[config.mk]
export PLATFORM = sky130hd
export DESIGN_NAME = arogc_cal_bank
export DESIGN_NICKNAME = d
export VERILOG_FILES = /design/src/core/arogc_pkg.sv /design/src/core/arogc_cal_bank.sv /design/src/core/arogc_corrector.sv
export SDC_FILE = /design/constraint.sdc
export NUM_CORES = 1
export LEC_CHECK = 0
export BUFFER_PORTS_ARGS = -buffer_cell sky130_fd_sc_hd__buf_2
export CAP_MARGIN = 10
export CORE_UTILIZATION = 64
export CTS_CLUSTER_DIAMETER = 100
export DETAILED_ROUTE_END_ITERATION = 8
export PLACE_DENSITY_LB_ADDON = 0.1
export SETUP_SLACK_MARGIN = 0.5
export SYNTH_ARGS = -nofsm -noshare
export SYNTH_HDL_FRONTEND = slang
export SYNTH_SLANG_ARGS = --single-unit
[constraint.sdc]
create_clock -name pclk -period 11.9 [get_ports pclk]
set_clock_uncertainty 0.1 [all_clocks]
set_input_delay 2.38 -clock pclk [delete_from_list [all_inputs] [get_ports pclk]]
set_output_delay 2.38 -clock pclk [all_outputs]
set_load 0.1 [all_outputs]
[src/core/arogc_pkg.sv]
// shared constants and types for the conversion result calibration register bank
package arogc_pkg;

  // ---------------------------------------------------------------
  // bus and field widths
  // ---------------------------------------------------------------
  localparam int unsigned ADDR_W    = 16;
  localparam int unsigned DATA_W    = 32;
  localparam int unsigned STRB_W    = DATA_W / 8;
  localparam int unsigned FIELD_W   = 15;
  localparam int unsigned WORD_W    = 16;
  localparam int unsigned FRAC_OFF  = 2;
  localparam int unsigned FRAC_GAIN = 14;
  localparam int unsigned SUM_W     = WORD_W + FRAC_OFF + 2;
  localparam int unsigned PROD_W    = SUM_W + FIELD_W + 1;

  // ---------------------------------------------------------------
  // register byte addresses
  // ---------------------------------------------------------------
  localparam logic [ADDR_W-1:0] ADDR_WRITE_LOCK      = 16'h2230;
  localparam logic [ADDR_W-1:0] ADDR_HS_OFFSET_TRIM  = 16'h2234;
  localparam logic [ADDR_W-1:0] ADDR_AUX_OFFSET_TRIM = 16'h2244;
  localparam logic [ADDR_W-1:0] ADDR_HS_GAIN_TRIM    = 16'h2284;
  localparam logic [ADDR_W-1:0] ADDR_CAL_STATUS      = 16'h22F0;

  // ---------------------------------------------------------------
  // reset values and codes
  // ---------------------------------------------------------------
  localparam logic [DATA_W-1:0]  RST_WRITE_LOCK  = 32'h0000_0000;
  localparam logic [FIELD_W-1:0] RST_OFFSET_TRIM = 15'h0000;
  localparam logic [FIELD_W-1:0] RST_GAIN_TRIM   = 15'h4000;
  localparam logic [FIELD_W-1:0] GAIN_UNITY      = 15'h4000;
  localparam logic [FIELD_W-1:0] GAIN_ILLEGAL    = 15'h0000;
  localparam logic [FIELD_W-1:0] OFFSET_NONE     = 15'h0000;
  localparam logic [DATA_W-1:0]  UNLOCK_KEY      = 32'hDE87_A5AF;
  localparam logic [WORD_W-1:0]  WORD_MAX        = 16'hFFFF;
  localparam logic [WORD_W-1:0]  WORD_MIN        = 16'h0000;
  localparam logic [PROD_W-1:0]  ROUND_HALF      = 36'h0_0000_8000;

  // ---------------------------------------------------------------
  // status register fields
  // ---------------------------------------------------------------
  localparam int unsigned STAT_UNLOCKED_BIT = 0;
  localparam int unsigned STAT_LAST_LSB     = 16;

  // ---------------------------------------------------------------
  // conversion channel that produced a result
  // ---------------------------------------------------------------
  typedef enum logic [1:0] {
    CHAN_HS_TIA,
    CHAN_AUX_GAIN1,
    CHAN_OTHER
  } arogc_chan_t;

endpackage

[src/core/arogc_cal_bank.sv]
// calibration register bank with apb slave and result correction path
//
// Summary of operation
// high-speed results get their own offset trim
// offset is two's complement, quarter lsb steps
// 0x3FFF is +4095.75, 0x0001 is +0.25
// 0x4000 gives most negative, -4096.0
// 0x7FFF is -0.25; zero leaves result
// high-speed results scaled by gain trim
// gain 0x4000 is exactly one, reset value
// gain 0x7FFF gives nearly two
// gain 0x2000 halves the result
// gain step is two to minus fourteen
// gain zero forces result to zero
// aux unity-gain results get separate offset
// gain bit 14 weighted unity, rest fraction
// trims writable only after unlock key
// bits 31 to 15 read zero
`timescale 1ns/100ps
`default_nettype none
module arogc_cal_bank
  import arogc_pkg::*;
#(
  parameter int unsigned W = arogc_pkg::WORD_W
) (
  // clock and reset
  input  wire logic                          pclk,
  input  wire logic                          presetn,
  // apb slave
  input  wire logic [arogc_pkg::ADDR_W-1:0]  paddr,
  input  wire logic                          psel,
  input  wire logic                          penable,
  input  wire logic                          pwrite,
  input  wire logic [arogc_pkg::DATA_W-1:0]  pwdata,
  input  wire logic [arogc_pkg::STRB_W-1:0]  pstrb,
  output logic [arogc_pkg::DATA_W-1:0]       prdata,
  output logic                               pready,
  output logic                               pslverr,
  // raw conversion results
  input  wire logic                          conv_valid,
  input  wire logic [W-1:0]                  conversion_result_word,
  input  wire arogc_pkg::arogc_chan_t        conv_channel,
  // corrected results
  output logic                               corrected_valid,
  output logic [W-1:0]                       corrected_word,
  // lock state
  output logic                               cal_unlocked
);

  import arogc_pkg::*;

  logic [DATA_W-1:0]  write_lock_ff;
  logic [FIELD_W-1:0] hs_channel_offset_trim_ff;
  logic [FIELD_W-1:0] aux_unity_gain_offset_trim_ff;
  logic [FIELD_W-1:0] hs_channel_gain_trim_ff;
  logic [DATA_W-1:0]  prdata_ff;
  logic [W-1:0]       last_word_ff;
  logic [DATA_W-1:0]  wmask;
  logic [DATA_W-1:0]  nxt_prdata;
  logic [FIELD_W-1:0] nxt_field;
  logic [FIELD_W-1:0] sel_offset;
  logic [FIELD_W-1:0] sel_gain;
  logic               hit;
  logic               wr_en;
  logic               rd_setup;
  logic               unlocked;

  // ---------------------------------------------------------------
  // apb decode
  // ---------------------------------------------------------------
  // zero wait states: every access completes in its first access cycle
  assign pready   = 1'b1;
  assign wr_en    = psel & penable & pwrite;
  assign rd_setup = psel & ~penable & ~pwrite;

  always_comb begin
    if (paddr == ADDR_WRITE_LOCK) begin
      hit = 1'b1;
    end else if (paddr == ADDR_HS_OFFSET_TRIM) begin
      hit = 1'b1;
    end else if (paddr == ADDR_AUX_OFFSET_TRIM) begin
      hit = 1'b1;
    end else if (paddr == ADDR_HS_GAIN_TRIM) begin
      hit = 1'b1;
    end else if (paddr == ADDR_CAL_STATUS) begin
      hit = 1'b1;
    end else begin
      hit = 1'b0;
    end
  end

  assign pslverr = psel & penable & ~hit;

  // byte lane mask from the write strobes
  for (genvar i = 0; i < STRB_W; i++) begin : g_lane
    assign wmask[8*i +: 8] = {8{pstrb[i]}};
  end

  // ---------------------------------------------------------------
  // lock key
  // ---------------------------------------------------------------
  always_ff @(posedge pclk or negedge presetn) begin
    if (!presetn) begin
      write_lock_ff <= RST_WRITE_LOCK;
    end else if (wr_en && paddr == ADDR_WRITE_LOCK) begin
      write_lock_ff <= (write_lock_ff & ~wmask) | (pwdata & wmask);
    end
  end

  assign unlocked     = (write_lock_ff == UNLOCK_KEY);
  assign cal_unlocked = unlocked;

  // ---------------------------------------------------------------
  // trim registers
  // ---------------------------------------------------------------
  // only the low field is stored, so upper bits can never be written
  assign nxt_field = (pwdata[FIELD_W-1:0] & wmask[FIELD_W-1:0]);

  always_ff @(posedge pclk or negedge presetn) begin
    if (!presetn) begin
      hs_channel_offset_trim_ff <= RST_OFFSET_TRIM;
    end else if (wr_en && unlocked && paddr == ADDR_HS_OFFSET_TRIM) begin
      hs_channel_offset_trim_ff <= (hs_channel_offset_trim_ff & ~wmask[FIELD_W-1:0]) | nxt_field;
    end
  end

  always_ff @(posedge pclk or negedge presetn) begin
    if (!presetn) begin
      aux_unity_gain_offset_trim_ff <= RST_OFFSET_TRIM;
    end else if (wr_en && unlocked && paddr == ADDR_AUX_OFFSET_TRIM) begin
      aux_unity_gain_offset_trim_ff <= (aux_unity_gain_offset_trim_ff & ~wmask[FIELD_W-1:0]) | nxt_field;
    end
  end

  always_ff @(posedge pclk or negedge presetn) begin
    if (!presetn) begin
      hs_channel_gain_trim_ff <= RST_GAIN_TRIM;
    end else if (wr_en && unlocked && paddr == ADDR_HS_GAIN_TRIM) begin
      hs_channel_gain_trim_ff <= (hs_channel_gain_trim_ff & ~wmask[FIELD_W-1:0]) | nxt_field;
    end
  end

  // ---------------------------------------------------------------
  // read data
  // ---------------------------------------------------------------
  // read data is captured in the setup cycle so prdata comes straight from a flop
  always_comb begin
    nxt_prdata = '0;
    if (paddr == ADDR_WRITE_LOCK) begin
      nxt_prdata = write_lock_ff;
    end else if (paddr == ADDR_HS_OFFSET_TRIM) begin
      nxt_prdata[FIELD_W-1:0] = hs_channel_offset_trim_ff;
    end else if (paddr == ADDR_AUX_OFFSET_TRIM) begin
      nxt_prdata[FIELD_W-1:0] = aux_unity_gain_offset_trim_ff;
    end else if (paddr == ADDR_HS_GAIN_TRIM) begin
      nxt_prdata[FIELD_W-1:0] = hs_channel_gain_trim_ff;
    end else if (paddr == ADDR_CAL_STATUS) begin
      nxt_prdata[STAT_UNLOCKED_BIT]          = unlocked;
      nxt_prdata[STAT_LAST_LSB +: WORD_W]    = last_word_ff;
    end
  end

  always_ff @(posedge pclk or negedge presetn) begin
    if (!presetn) begin
      prdata_ff <= '0;
    end else if (rd_setup) begin
      prdata_ff <= nxt_prdata;
    end
  end

  assign prdata = prdata_ff;

  // ---------------------------------------------------------------
  // coefficient selection
  // ---------------------------------------------------------------
  // channels without a trim here pass through: no offset and unity gain
  always_comb begin
    case (conv_channel)
      CHAN_HS_TIA: begin
        sel_offset = hs_channel_offset_trim_ff;
        sel_gain   = hs_channel_gain_trim_ff;
      end
      CHAN_AUX_GAIN1: begin
        sel_offset = aux_unity_gain_offset_trim_ff;
        sel_gain   = GAIN_UNITY;
      end
      default: begin
        sel_offset = OFFSET_NONE;
        sel_gain   = GAIN_UNITY;
      end
    endcase
  end

  arogc_corrector #(
    .W (W)
  ) u_corrector (
    .pclk      (pclk),
    .presetn   (presetn),
    .raw_valid   (conv_valid),
    .raw_word    (conversion_result_word),
    .offset_trim (sel_offset),
    .gain_trim   (sel_gain),
    .corr_valid  (corrected_valid),
    .corr_word   (corrected_word)
  );

  always_ff @(posedge pclk or negedge presetn) begin
    if (!presetn) begin
      last_word_ff <= '0;
    end else if (corrected_valid) begin
      last_word_ff <= corrected_word;
    end
  end

  // ---------------------------------------------------------------
  // assertions
  // ---------------------------------------------------------------
  a_locked_write_held: assert property (
    @(posedge pclk) disable iff (!presetn)
    (wr_en && !unlocked && paddr == ADDR_HS_GAIN_TRIM) |=> $stable(hs_channel_gain_trim_ff))
    else $error("gain trim changed while locked");

  a_unlocked_write_takes: assert property (
    @(posedge pclk) disable iff (!presetn)
    (wr_en && unlocked && paddr == ADDR_HS_GAIN_TRIM && pstrb == 4'hF)
      |=> (hs_channel_gain_trim_ff == $past(pwdata[FIELD_W-1:0])))
    else $error("unlocked gain trim write lost");

  a_reserved_read_zero: assert property (
    @(posedge pclk) disable iff (!presetn)
    (rd_setup && (paddr == ADDR_HS_OFFSET_TRIM || paddr == ADDR_HS_GAIN_TRIM || paddr == ADDR_AUX_OFFSET_TRIM))
      |=> (prdata[DATA_W-1:FIELD_W] == '0))
    else $error("reserved trim bits read nonzero");

  a_result_latency: assert property (
    @(posedge pclk) disable iff (!presetn)
    conv_valid |-> ##2 corrected_valid)
    else $error("corrected result not two cycles after input");

  a_gain_zero_out: assert property (
    @(posedge pclk) disable iff (!presetn)
    (conv_valid && conv_channel == CHAN_HS_TIA && hs_channel_gain_trim_ff == GAIN_ILLEGAL)
      |-> ##2 (corrected_word == WORD_MIN))
    else $error("zero gain did not clear result");

  a_unity_passthru: assert property (
    @(posedge pclk) disable iff (!presetn)
    (conv_valid && conv_channel == CHAN_HS_TIA && hs_channel_gain_trim_ff == GAIN_UNITY
      && hs_channel_offset_trim_ff == OFFSET_NONE)
      |-> ##2 (corrected_word == $past(conversion_result_word, 2)))
    else $error("unity gain changed the result");

  a_half_gain: assert property (
    @(posedge pclk) disable iff (!presetn)
    (conv_valid && conv_channel == CHAN_HS_TIA && hs_channel_gain_trim_ff == 15'h2000
      && hs_channel_offset_trim_ff == OFFSET_NONE)
      |-> ##2 ({1'b0, corrected_word} == ({1'b0, $past(conversion_result_word, 2)} + 17'h00001) >> 1))
    else $error("half gain result wrong");

  a_max_neg_offset: assert property (
    @(posedge pclk) disable iff (!presetn)
    (conv_valid && conv_channel == CHAN_HS_TIA && hs_channel_gain_trim_ff == GAIN_UNITY
      && hs_channel_offset_trim_ff == 15'h4000 && conversion_result_word >= 16'h1000)
      |-> ##2 (corrected_word == $past(conversion_result_word, 2) - 16'h1000))
    else $error("most negative offset wrong");

  a_aux_offset_step: assert property (
    @(posedge pclk) disable iff (!presetn)
    (conv_valid && conv_channel == CHAN_AUX_GAIN1 && aux_unity_gain_offset_trim_ff == 15'h0004
      && conversion_result_word != WORD_MAX)
      |-> ##2 (corrected_word == $past(conversion_result_word, 2) + 16'h0001))
    else $error("aux offset of one lsb wrong");

  a_other_passthru: assert property (
    @(posedge pclk) disable iff (!presetn)
    (conv_valid && conv_channel == CHAN_OTHER)
      |-> ##2 (corrected_word == $past(conversion_result_word, 2)))
    else $error("uncalibrated channel altered");

  a_hs_offset_held: assert property (
    @(posedge pclk) disable iff (!presetn)
    (wr_en && !unlocked && paddr == ADDR_HS_OFFSET_TRIM) |=> $stable(hs_channel_offset_trim_ff))
    else $error("offset trim changed while locked");

  a_aux_offset_held: assert property (
    @(posedge pclk) disable iff (!presetn)
    (wr_en && !unlocked && paddr == ADDR_AUX_OFFSET_TRIM) |=> $stable(aux_unity_gain_offset_trim_ff))
    else $error("aux offset trim changed while locked");

  a_hs_offset_takes: assert property (
    @(posedge pclk) disable iff (!presetn)
    (wr_en && unlocked && paddr == ADDR_HS_OFFSET_TRIM && pstrb == 4'hF)
      |=> (hs_channel_offset_trim_ff == $past(pwdata[FIELD_W-1:0])))
    else $error("unlocked offset trim write lost");

  a_aux_offset_takes: assert property (
    @(posedge pclk) disable iff (!presetn)
    (wr_en && unlocked && paddr == ADDR_AUX_OFFSET_TRIM && pstrb == 4'hF)
      |=> (aux_unity_gain_offset_trim_ff == $past(pwdata[FIELD_W-1:0])))
    else $error("unlocked aux offset trim write lost");

  a_key_unlocks: assert property (
    @(posedge pclk) disable iff (!presetn)
    (wr_en && paddr == ADDR_WRITE_LOCK && pstrb == 4'hF && pwdata == UNLOCK_KEY) |=> cal_unlocked)
    else $error("key write did not unlock");

  a_wrong_key_locks: assert property (
    @(posedge pclk) disable iff (!presetn)
    (wr_en && paddr == ADDR_WRITE_LOCK && pstrb == 4'hF && pwdata != UNLOCK_KEY) |=> !cal_unlocked)
    else $error("wrong key left trims unlocked");

  a_status_lock_bit: assert property (
    @(posedge pclk) disable iff (!presetn)
    (rd_setup && paddr == ADDR_CAL_STATUS) |=> (prdata[STAT_UNLOCKED_BIT] == $past(unlocked)))
    else $error("status lock bit wrong");

  a_max_pos_offset: assert property (
    @(posedge pclk) disable iff (!presetn)
    (conv_valid && conv_channel == CHAN_HS_TIA && hs_channel_gain_trim_ff == GAIN_UNITY
      && hs_channel_offset_trim_ff == 15'h3FFF && conversion_result_word <= 16'hEFFF)
      |-> ##2 (corrected_word == $past(conversion_result_word, 2) + 16'h1000))
    else $error("most positive offset wrong");

  a_quarter_offset: assert property (
    @(posedge pclk) disable iff (!presetn)
    (conv_valid && conv_channel == CHAN_HS_TIA && hs_channel_gain_trim_ff == GAIN_UNITY
      && (hs_channel_offset_trim_ff == 15'h7FFF || hs_channel_offset_trim_ff == 15'h0001))
      |-> ##2 (corrected_word == $past(conversion_result_word, 2)))
    else $error("quarter lsb offset did not round back");

  a_max_gain_double: assert property (
    @(posedge pclk) disable iff (!presetn)
    (conv_valid && conv_channel == CHAN_HS_TIA && hs_channel_gain_trim_ff == 15'h7FFF
      && hs_channel_offset_trim_ff == OFFSET_NONE && conversion_result_word <= 16'h2000)
      |-> ##2 (corrected_word == ($past(conversion_result_word, 2) << 1)))
    else $error("largest gain did not double");

  a_gain_clamp_top: assert property (
    @(posedge pclk) disable iff (!presetn)
    (conv_valid && conv_channel == CHAN_HS_TIA && hs_channel_gain_trim_ff == 15'h7FFF
      && hs_channel_offset_trim_ff == OFFSET_NONE && conversion_result_word >= 16'h8002)
      |-> ##2 (corrected_word == WORD_MAX))
    else $error("overflowing result not clamped");

endmodule
`default_nettype wire

[src/core/arogc_corrector.sv]
// two-stage offset and gain correction of one conversion result word
`timescale 1ns/100ps
`default_nettype none
module arogc_corrector
  import arogc_pkg::*;
#(
  parameter int unsigned W = arogc_pkg::WORD_W
) (
  // clock and reset
  input  wire logic                        pclk,
  input  wire logic                        presetn,
  // raw result and its trims
  input  wire logic                        raw_valid,
  input  wire logic [W-1:0]                raw_word,
  input  wire logic [arogc_pkg::FIELD_W-1:0] offset_trim,
  input  wire logic [arogc_pkg::FIELD_W-1:0] gain_trim,
  // corrected result
  output logic                             corr_valid,
  output logic [W-1:0]                     corr_word
);

  import arogc_pkg::*;

  logic                     s1_valid_ff;
  logic signed [SUM_W-1:0]  s1_sum_ff;
  logic [FIELD_W-1:0]       s1_gain_ff;
  logic signed [SUM_W-1:0]  nxt_s1_sum;
  logic signed [PROD_W-1:0] prod;
  logic signed [PROD_W-1:0] rounded;
  logic signed [PROD_W-1:0] scaled;
  logic [W-1:0]             nxt_out_word;

  // ---------------------------------------------------------------
  // stage 1: offset in quarter steps
  // ---------------------------------------------------------------
  // result is widened by two fraction bits so that one offset step is a quarter of its lsb
  always_comb begin
    nxt_s1_sum = $signed({2'b00, raw_word, 2'b00})
               + $signed({{(SUM_W-FIELD_W){offset_trim[FIELD_W-1]}}, offset_trim});
  end

  always_ff @(posedge pclk or negedge presetn) begin
    if (!presetn) begin
      s1_valid_ff <= 1'b0;
      s1_sum_ff   <= '0;
      s1_gain_ff  <= RST_GAIN_TRIM;
    end else begin
      s1_valid_ff <= raw_valid;
      s1_sum_ff   <= nxt_s1_sum;
      s1_gain_ff  <= gain_trim;
    end
  end

  // ---------------------------------------------------------------
  // stage 2: gain, rounding and clamping
  // ---------------------------------------------------------------
  // gain is an unsigned 1.14 factor; bit 14 carries unity weight, so 0x4000 is exactly one
  always_comb begin
    prod    = PROD_W'(s1_sum_ff) * $signed({1'b0, s1_gain_ff});
    rounded = prod + $signed(ROUND_HALF);
    scaled  = rounded >>> (FRAC_GAIN + FRAC_OFF);
    if (s1_gain_ff == GAIN_ILLEGAL) begin
      nxt_out_word = WORD_MIN;
    end else if (scaled < 0) begin
      nxt_out_word = WORD_MIN;
    end else if (scaled > $signed({{(PROD_W-W){1'b0}}, WORD_MAX})) begin
      nxt_out_word = WORD_MAX;
    end else begin
      nxt_out_word = scaled[W-1:0];
    end
  end

  always_ff @(posedge pclk or negedge presetn) begin
    if (!presetn) begin
      corr_valid <= 1'b0;
      corr_word  <= '0;
    end else begin
      corr_valid <= s1_valid_ff;
      corr_word  <= nxt_out_word;
    end
  end

endmodule
`default_nettype wire

======== Word-level counts from Yosys, hierarchy flattened ========
Cells that the tools add are included.
word-level totals
  input port bits ......................... 76
  ROM bits ................................ 0
  output and inout port bits .............. 52
  latch bits .............................. 0
  logic and storage cells ................. 72
  memories ................................ 0
  bits in registers ....................... 178
  RAM bits ................................ 0
operators by class
  multiplexer cells ....................... 22
  shift operators ......................... 0
  magnitude comparators ................... 2
  $add $sub $neg .......................... 2
  bitwise operators ....................... 20
  multiply operators ...................... 1
  div/mod/pow operators ................... 0
  equality and inequality tests ........... 7
  reductions and logical operators ........ 7
operators by type and width
  operator                                              number
  two-way mux 16 bit                                    8
  == test 16 x 14 -> 1 bit, second input constant       5
  AND 32 bit                                            2
  AND 15 bit                                            4
  two-way mux 15 bit                                    4
  bitwise OR 15 bit                                     3
  adder 36 x 17 -> 36 bit, second input constant        1
  multiplier 20 x 16 -> 36 bit                          1
  == test 32 bit, second input constant                 1
  inverter 32 bit                                       1
  bitwise OR 32 bit                                     1
  case mux 15 bit (2 select lines)                      1
  adder 19 x 15 -> 20 bit                               1
  > comparator 20 x 17 -> 1 bit, second input constant  1
  < comparator 20 x 1 -> 1 bit, second input constant   1
  zero test 15 bit                                      1
  inverter 15 bit                                       1
  two-way mux 14 bit                                    1
  two-way mux 1 bit                                     8
  AND 1 bit                                             5
  logical AND 1 bit                                     5
  inverter 1 bit                                        3
  == test 2 x 1 -> 1 bit, second input constant         1
  zero test 2 bit                                       1

======== Longest topological paths before layout ========
  word-level depth ........................ 8
  mapped depth ............................ 25
  depth with buffers taken out ............ 23

======== Cells and area by module ========
From an unflattened synthesis, not the netlist that was laid out.
second synthesis, totals
  cell total of the unflattened synthesis .. 1,861
  area total of the unflattened synthesis .. 19,328.5 um^2
by module, submodules not included
  module           instances  cells an instance  seq. area each (um^2)  area an instance (um^2)
  arogc_corrector  1          1,404              1,327.5                13,339.0
  arogc_cal_bank   1          457                3,129.3                5,989.5

======== Least setup slack after synthesis ========
OpenSTA, ideal clock, no wires.
  path type ............................... input -> output
  from .................................... input port paddr[10] (netlist bit)
  to ...................................... output port pslverr
  path buffers ............................ 1
  stages on the path ...................... 8
  data arrival time ....................... 4,440 ps
  setup slack ............................. 4,980 ps
  data required time ...................... 9,420 ps
  cells stage by stage .................... nor4b_1 > nand2_1 > nor4_1 > nand3_1 > nor3_1 > clkbuf_1 > nor4_1 > and3_1
between the ends
  cells in the longest elaborated chain, start to end .. 8
  elaborated cells between the ends (all ways) .. 12
  classes of those cells .................. eq/ne (5); mux (5); bitwise (2)
ends and longest elaborated chain
  what                      RTL line              RTL
  from (decl)               arogc_cal_bank.sv:30  input wire logic [arogc_pkg::ADDR_W-1:0] paddr,
  == test 16 x 14 -> 1 bit  arogc_cal_bank.sv:85  end else if (paddr == ADDR_CAL_STATUS) begin
  two-way mux 1 bit         arogc_cal_bank.sv:85
  two-way mux 1 bit         arogc_cal_bank.sv:83  end else if (paddr == ADDR_HS_GAIN_TRIM) begin
  two-way mux 1 bit         arogc_cal_bank.sv:81  end else if (paddr == ADDR_AUX_OFFSET_TRIM) begin
  two-way mux 1 bit         arogc_cal_bank.sv:79  end else if (paddr == ADDR_HS_OFFSET_TRIM) begin
  two-way mux 1 bit (*)     arogc_cal_bank.sv:77  if (paddr == ADDR_WRITE_LOCK) begin
  inverter 1 bit (*)        arogc_cal_bank.sv:92  assign pslverr = psel & penable & ~hit;
  AND 1 bit (*)             arogc_cal_bank.sv:92
  to (decl)                 arogc_cal_bank.sv:38  output logic pslverr,
Every way passes the cells marked *; elsewhere a longest branch is shown, timed or not.

======== Worst setup path after layout ========
Same ends and word-level chain as after synthesis.

==> results by group <==
Drt
  – Per-cell routed wire length: 19.3 um
  – Post-route DRC violation count: 0
  – Detail Route Antenna Nets: 0
  – Vias: 13.1k
  – DR vias/cell: 5.67
  – Pre-Repair DR Iteration Count: 5
  – Routed WL: 44600 um
  – Detailed Route Iter0 Violations: 943

Global route
  – Total GRT Usage: between 30% and 40%
  – Total congestion overflow: 0
  – Vias in the first global route: 14.2k
  – Pin count of the biggest net entering global routing: 106
  – Initial antenna violation count: 1
  – Global-route wire length before repair: 74300 um

Timing
  – Fin crit period: 7.33 ns
  – RSZ-0062 raised after global routing: no
  – Setup ws final: 4.57 ns
  – Max Freq: 136 MHz
  – Worst-Margin Slew: 1.20 ns
  – Setup TNS: 0 ns
  – Hold slack: about 0.27 ns
  – Final cycle utilization of the critical path: 61.6%
  – Final Max Slew Viols: 0
  – Slew HR: 19.3%
  – Final hold vios: 0
  – Final Setup Violations: 0

Logic synthesis
  – Sequential area share after synthesis: between 20% and 30%
  – Biggest area consumer among synthesized cells: fa_1
  – Synthesized Nets: 2341
  – Cells after Synth: 1844
  – Mapped Area: roughly 19000 sq um
  – Primary FF master, synth: dfrtp_1
  – Synth area leaders: fa_1, dfrtp_1, ha_1
  – Synth cell types: 64
  – Post-synth EDFFs: 0
  – Syn. warnings: 0
  – Syn Area/Cell: approximately 10 sq um
  – Flop and latch count out of synthesis: 178
  – Synth top area share: 31.6%
  – Async SR Flop Fraction: 100%

Clock network
  – Hold Buf Count CTS: 0
  – Setup bufs post-CTS: 0
  – TritonCTS clock tree: done
  – Num CTS Buffers: 17
  – Clk sinks: 178
  – H-tree Lvls: 4
  – Clock Tree Buf Depth: 2
  – Clock transition at path regs: 0.06 ns
  – Post-CTS Resized: 0
  – CTS root buf: clkbuf_16
  – Worst skew pair latency: approximately 0.43 ns

Worst setup path
  – Crit path DAT: slightly below 5 ns
  – Nature of the critical path endpoint: output port
  – Worst Setup Start Kind: primary input
  – R2r setup slk: 4.63 ns
  – FF-to-FF Start: u_corrector.s1_gain_ff[1]
  – Kind of critical path: in2out
  – Critical R2R Capture: u_corrector.corr_word[0]
  – Max Fanout on Critical Path: 18
  – Critical Path RT: 9.42 ns
  – Crit path capture: pslverr
  – CP Launch Point: paddr[10]
  – Reg2reg path depth: 19

Pwr
  – Switching Share: 25.8%
  – P_sw: 0.353 mW
  – Int Pwr: 1.02 mW
  – Flop pwr share: between 40% and 50%
  – Comb pwr share: 9.5%
  – Lkg Pwr: 10.6 nW
  – Power per cell area: 67.2 nW/um^2
  – VDD IR max: 0.0987 mV
  – Clock power share: ~43%

Die
  – Die Wd: approximately 170 um
  – I/O pin count: 128
  – CORE AREA: 28900 sq um
  – DIE HEIGHT: between 150 and 200 um
  – Cell row count: 62
  – Starting Density: about two thirds
  – Die Area: 30200 sq um

Finish
  – Share of layout cells above drive strength 1: between 10% and 20%
  – Final core occ: 70.6%
  – Area Overhead vs Synth: 7.77%
  – Most common cell after layout, fill and taps aside: inv_1
  – Most frequent cells in the layout: inv_1, fa_1, nand2_1
  – Nets@finish: 2413

Placement
  – Port Buffers: 126
  – Pre-CTS WS: ~4.6 ns
  – Routability cong.: 0.841
  – Hpwl dp: approximately 34000 um

Outcome
  – Outcome: completed

Hold path
  – WHS Path Cells: 0
  – Hold Path Class: reg2reg

Job
  – Max Cap Viol: 0
cell usage after synthesis, types with 3 or more instances:
| library cell | instances |
|---|---|
| nor2_1 | 34 |
| a22oi_1 | 17 |
| nand4_1 | 5 |
| mux2i_1 | 16 |
| a21oi_2 | 13 |
| xnor2_1 | 25 |
| a21o_1 | 9 |
| nor4_1 | 7 |
| and3_1 | 13 |
| nand4b_1 | 3 |
| nor3_1 | 6 |
| dfrtp_1 | 176 |
| a21oi_1 | 19 |
| nand2_1 | 220 |
| and2_1 | 151 |
| o21a_1 | 3 |
| or3_1 | 4 |
| clkbuf_1 | 70 |
| a211oi_1 | 4 |
| fa_1 | 298 |
| nand3_1 | 11 |
| ha_1 | 123 |
| a31oi_1 | 3 |
| a221oi_1 | 3 |
| o21bai_1 | 3 |
| a222oi_1 | 14 |
| inv_1 | 373 |
| buf_2 | 6 |
| nor2b_1 | 4 |
| xor2_1 | 13 |
| o21ai_0 | 45 |
| mux2_2 | 107 |
worst min-delay path by stage:
stage                       startpoint                      to  slack [ns]
6_report       u_corrector.s1_valid_ff  u_corrector.corr_valid        0.27
5_1_grt        u_corrector.s1_valid_ff  u_corrector.corr_valid        0.28
4_1_cts        u_corrector.s1_valid_ff  u_corrector.corr_valid        0.27
3_5_place_dp   u_corrector.s1_valid_ff  u_corrector.corr_valid        0.26
3_3_place_gp   u_corrector.s1_valid_ff  u_corrector.corr_valid        0.24
2_1_floorplan  u_corrector.s1_valid_ff  u_corrector.corr_valid        0.23
power by group through the flow:
stage / sequential, mW / combinational (mW) / clock, mW
finish: 0.645 / 0.130 / 0.594
global route: 0.646 / 0.142 / 0.625
CTS: 0.644 / 0.130 / 0.602
detailed placement: 0.656 / 0.130 / 0
global placement: 0.655 / 0.128 / 0
floorplan: 0.664 / 0.0640 / 0
critical path, stage by stage:
cell and delay (ns):
buf_2 0.09, nor4b_1 0.28, nand2_1 0.09, nor4_1 0.25, nand3_1 0.18, nor3_2 0.97, nor4_1 0.10, and3_1 0.22
buf_2 0.28
logic make-up after synthesis:
family,count (synthesis),share of synthesized area (%)
AOI/OAI and AO/OA,155,5.98
other,1,0.0198
DFF,178,23.6
and+or+nand+nor,475,12.6
buffers and inverters,453,9.14
muxes,123,7.22
xor gates and xnor gates,38,1.76
adders and majority gates,421,39.7
final cells by class:
| type | instances | area [sq um] |
|---|---|---|
| Antenna cell | 1 | 2.50 |
| Clock buffer | 19 | 443 |
| Clock inverter | 12 | 180 |
| Fill cell | 2185 | 8490 |
| Inverter | 373 | 1400 |
| Multi-Input combinational cell | 1213 | 12700 |
| Sequential cell | 178 | 4460 |
| Tap cell | 384 | 480 |
| Timing Repair Buffer | 133 | 689 |
metal layers:
metal | part of all wire [%] | vias up | track usage, %
met5 | 0 | - | 0
met2 | 47 | 461 | 50.9
met4 | 3.2 | 0 | 10.8
met1 | 43 | 6708 | 44.0
li1 | - | 5853 | -
met3 | 7.1 | 101 | 6.43
metrics by stage:
| step | instances | cell area, sq um | total power [mW] |
|---|---|---|---|
| 2_1_floorplan | 1844 | 18900 | 0.728 |
| 3_3_place_gp | 2281 | 19700 | 0.783 |
| 3_5_place_dp | 2281 | 19700 | 0.786 |
| 4_1_cts | 2312 | 20400 | 1.38 |
| 5_1_grt | 2313 | 20400 | 1.41 |
| 6_report | 2313 | 20400 | 1.37 |
Note: power is estimated with default switching activity, not from simulation.
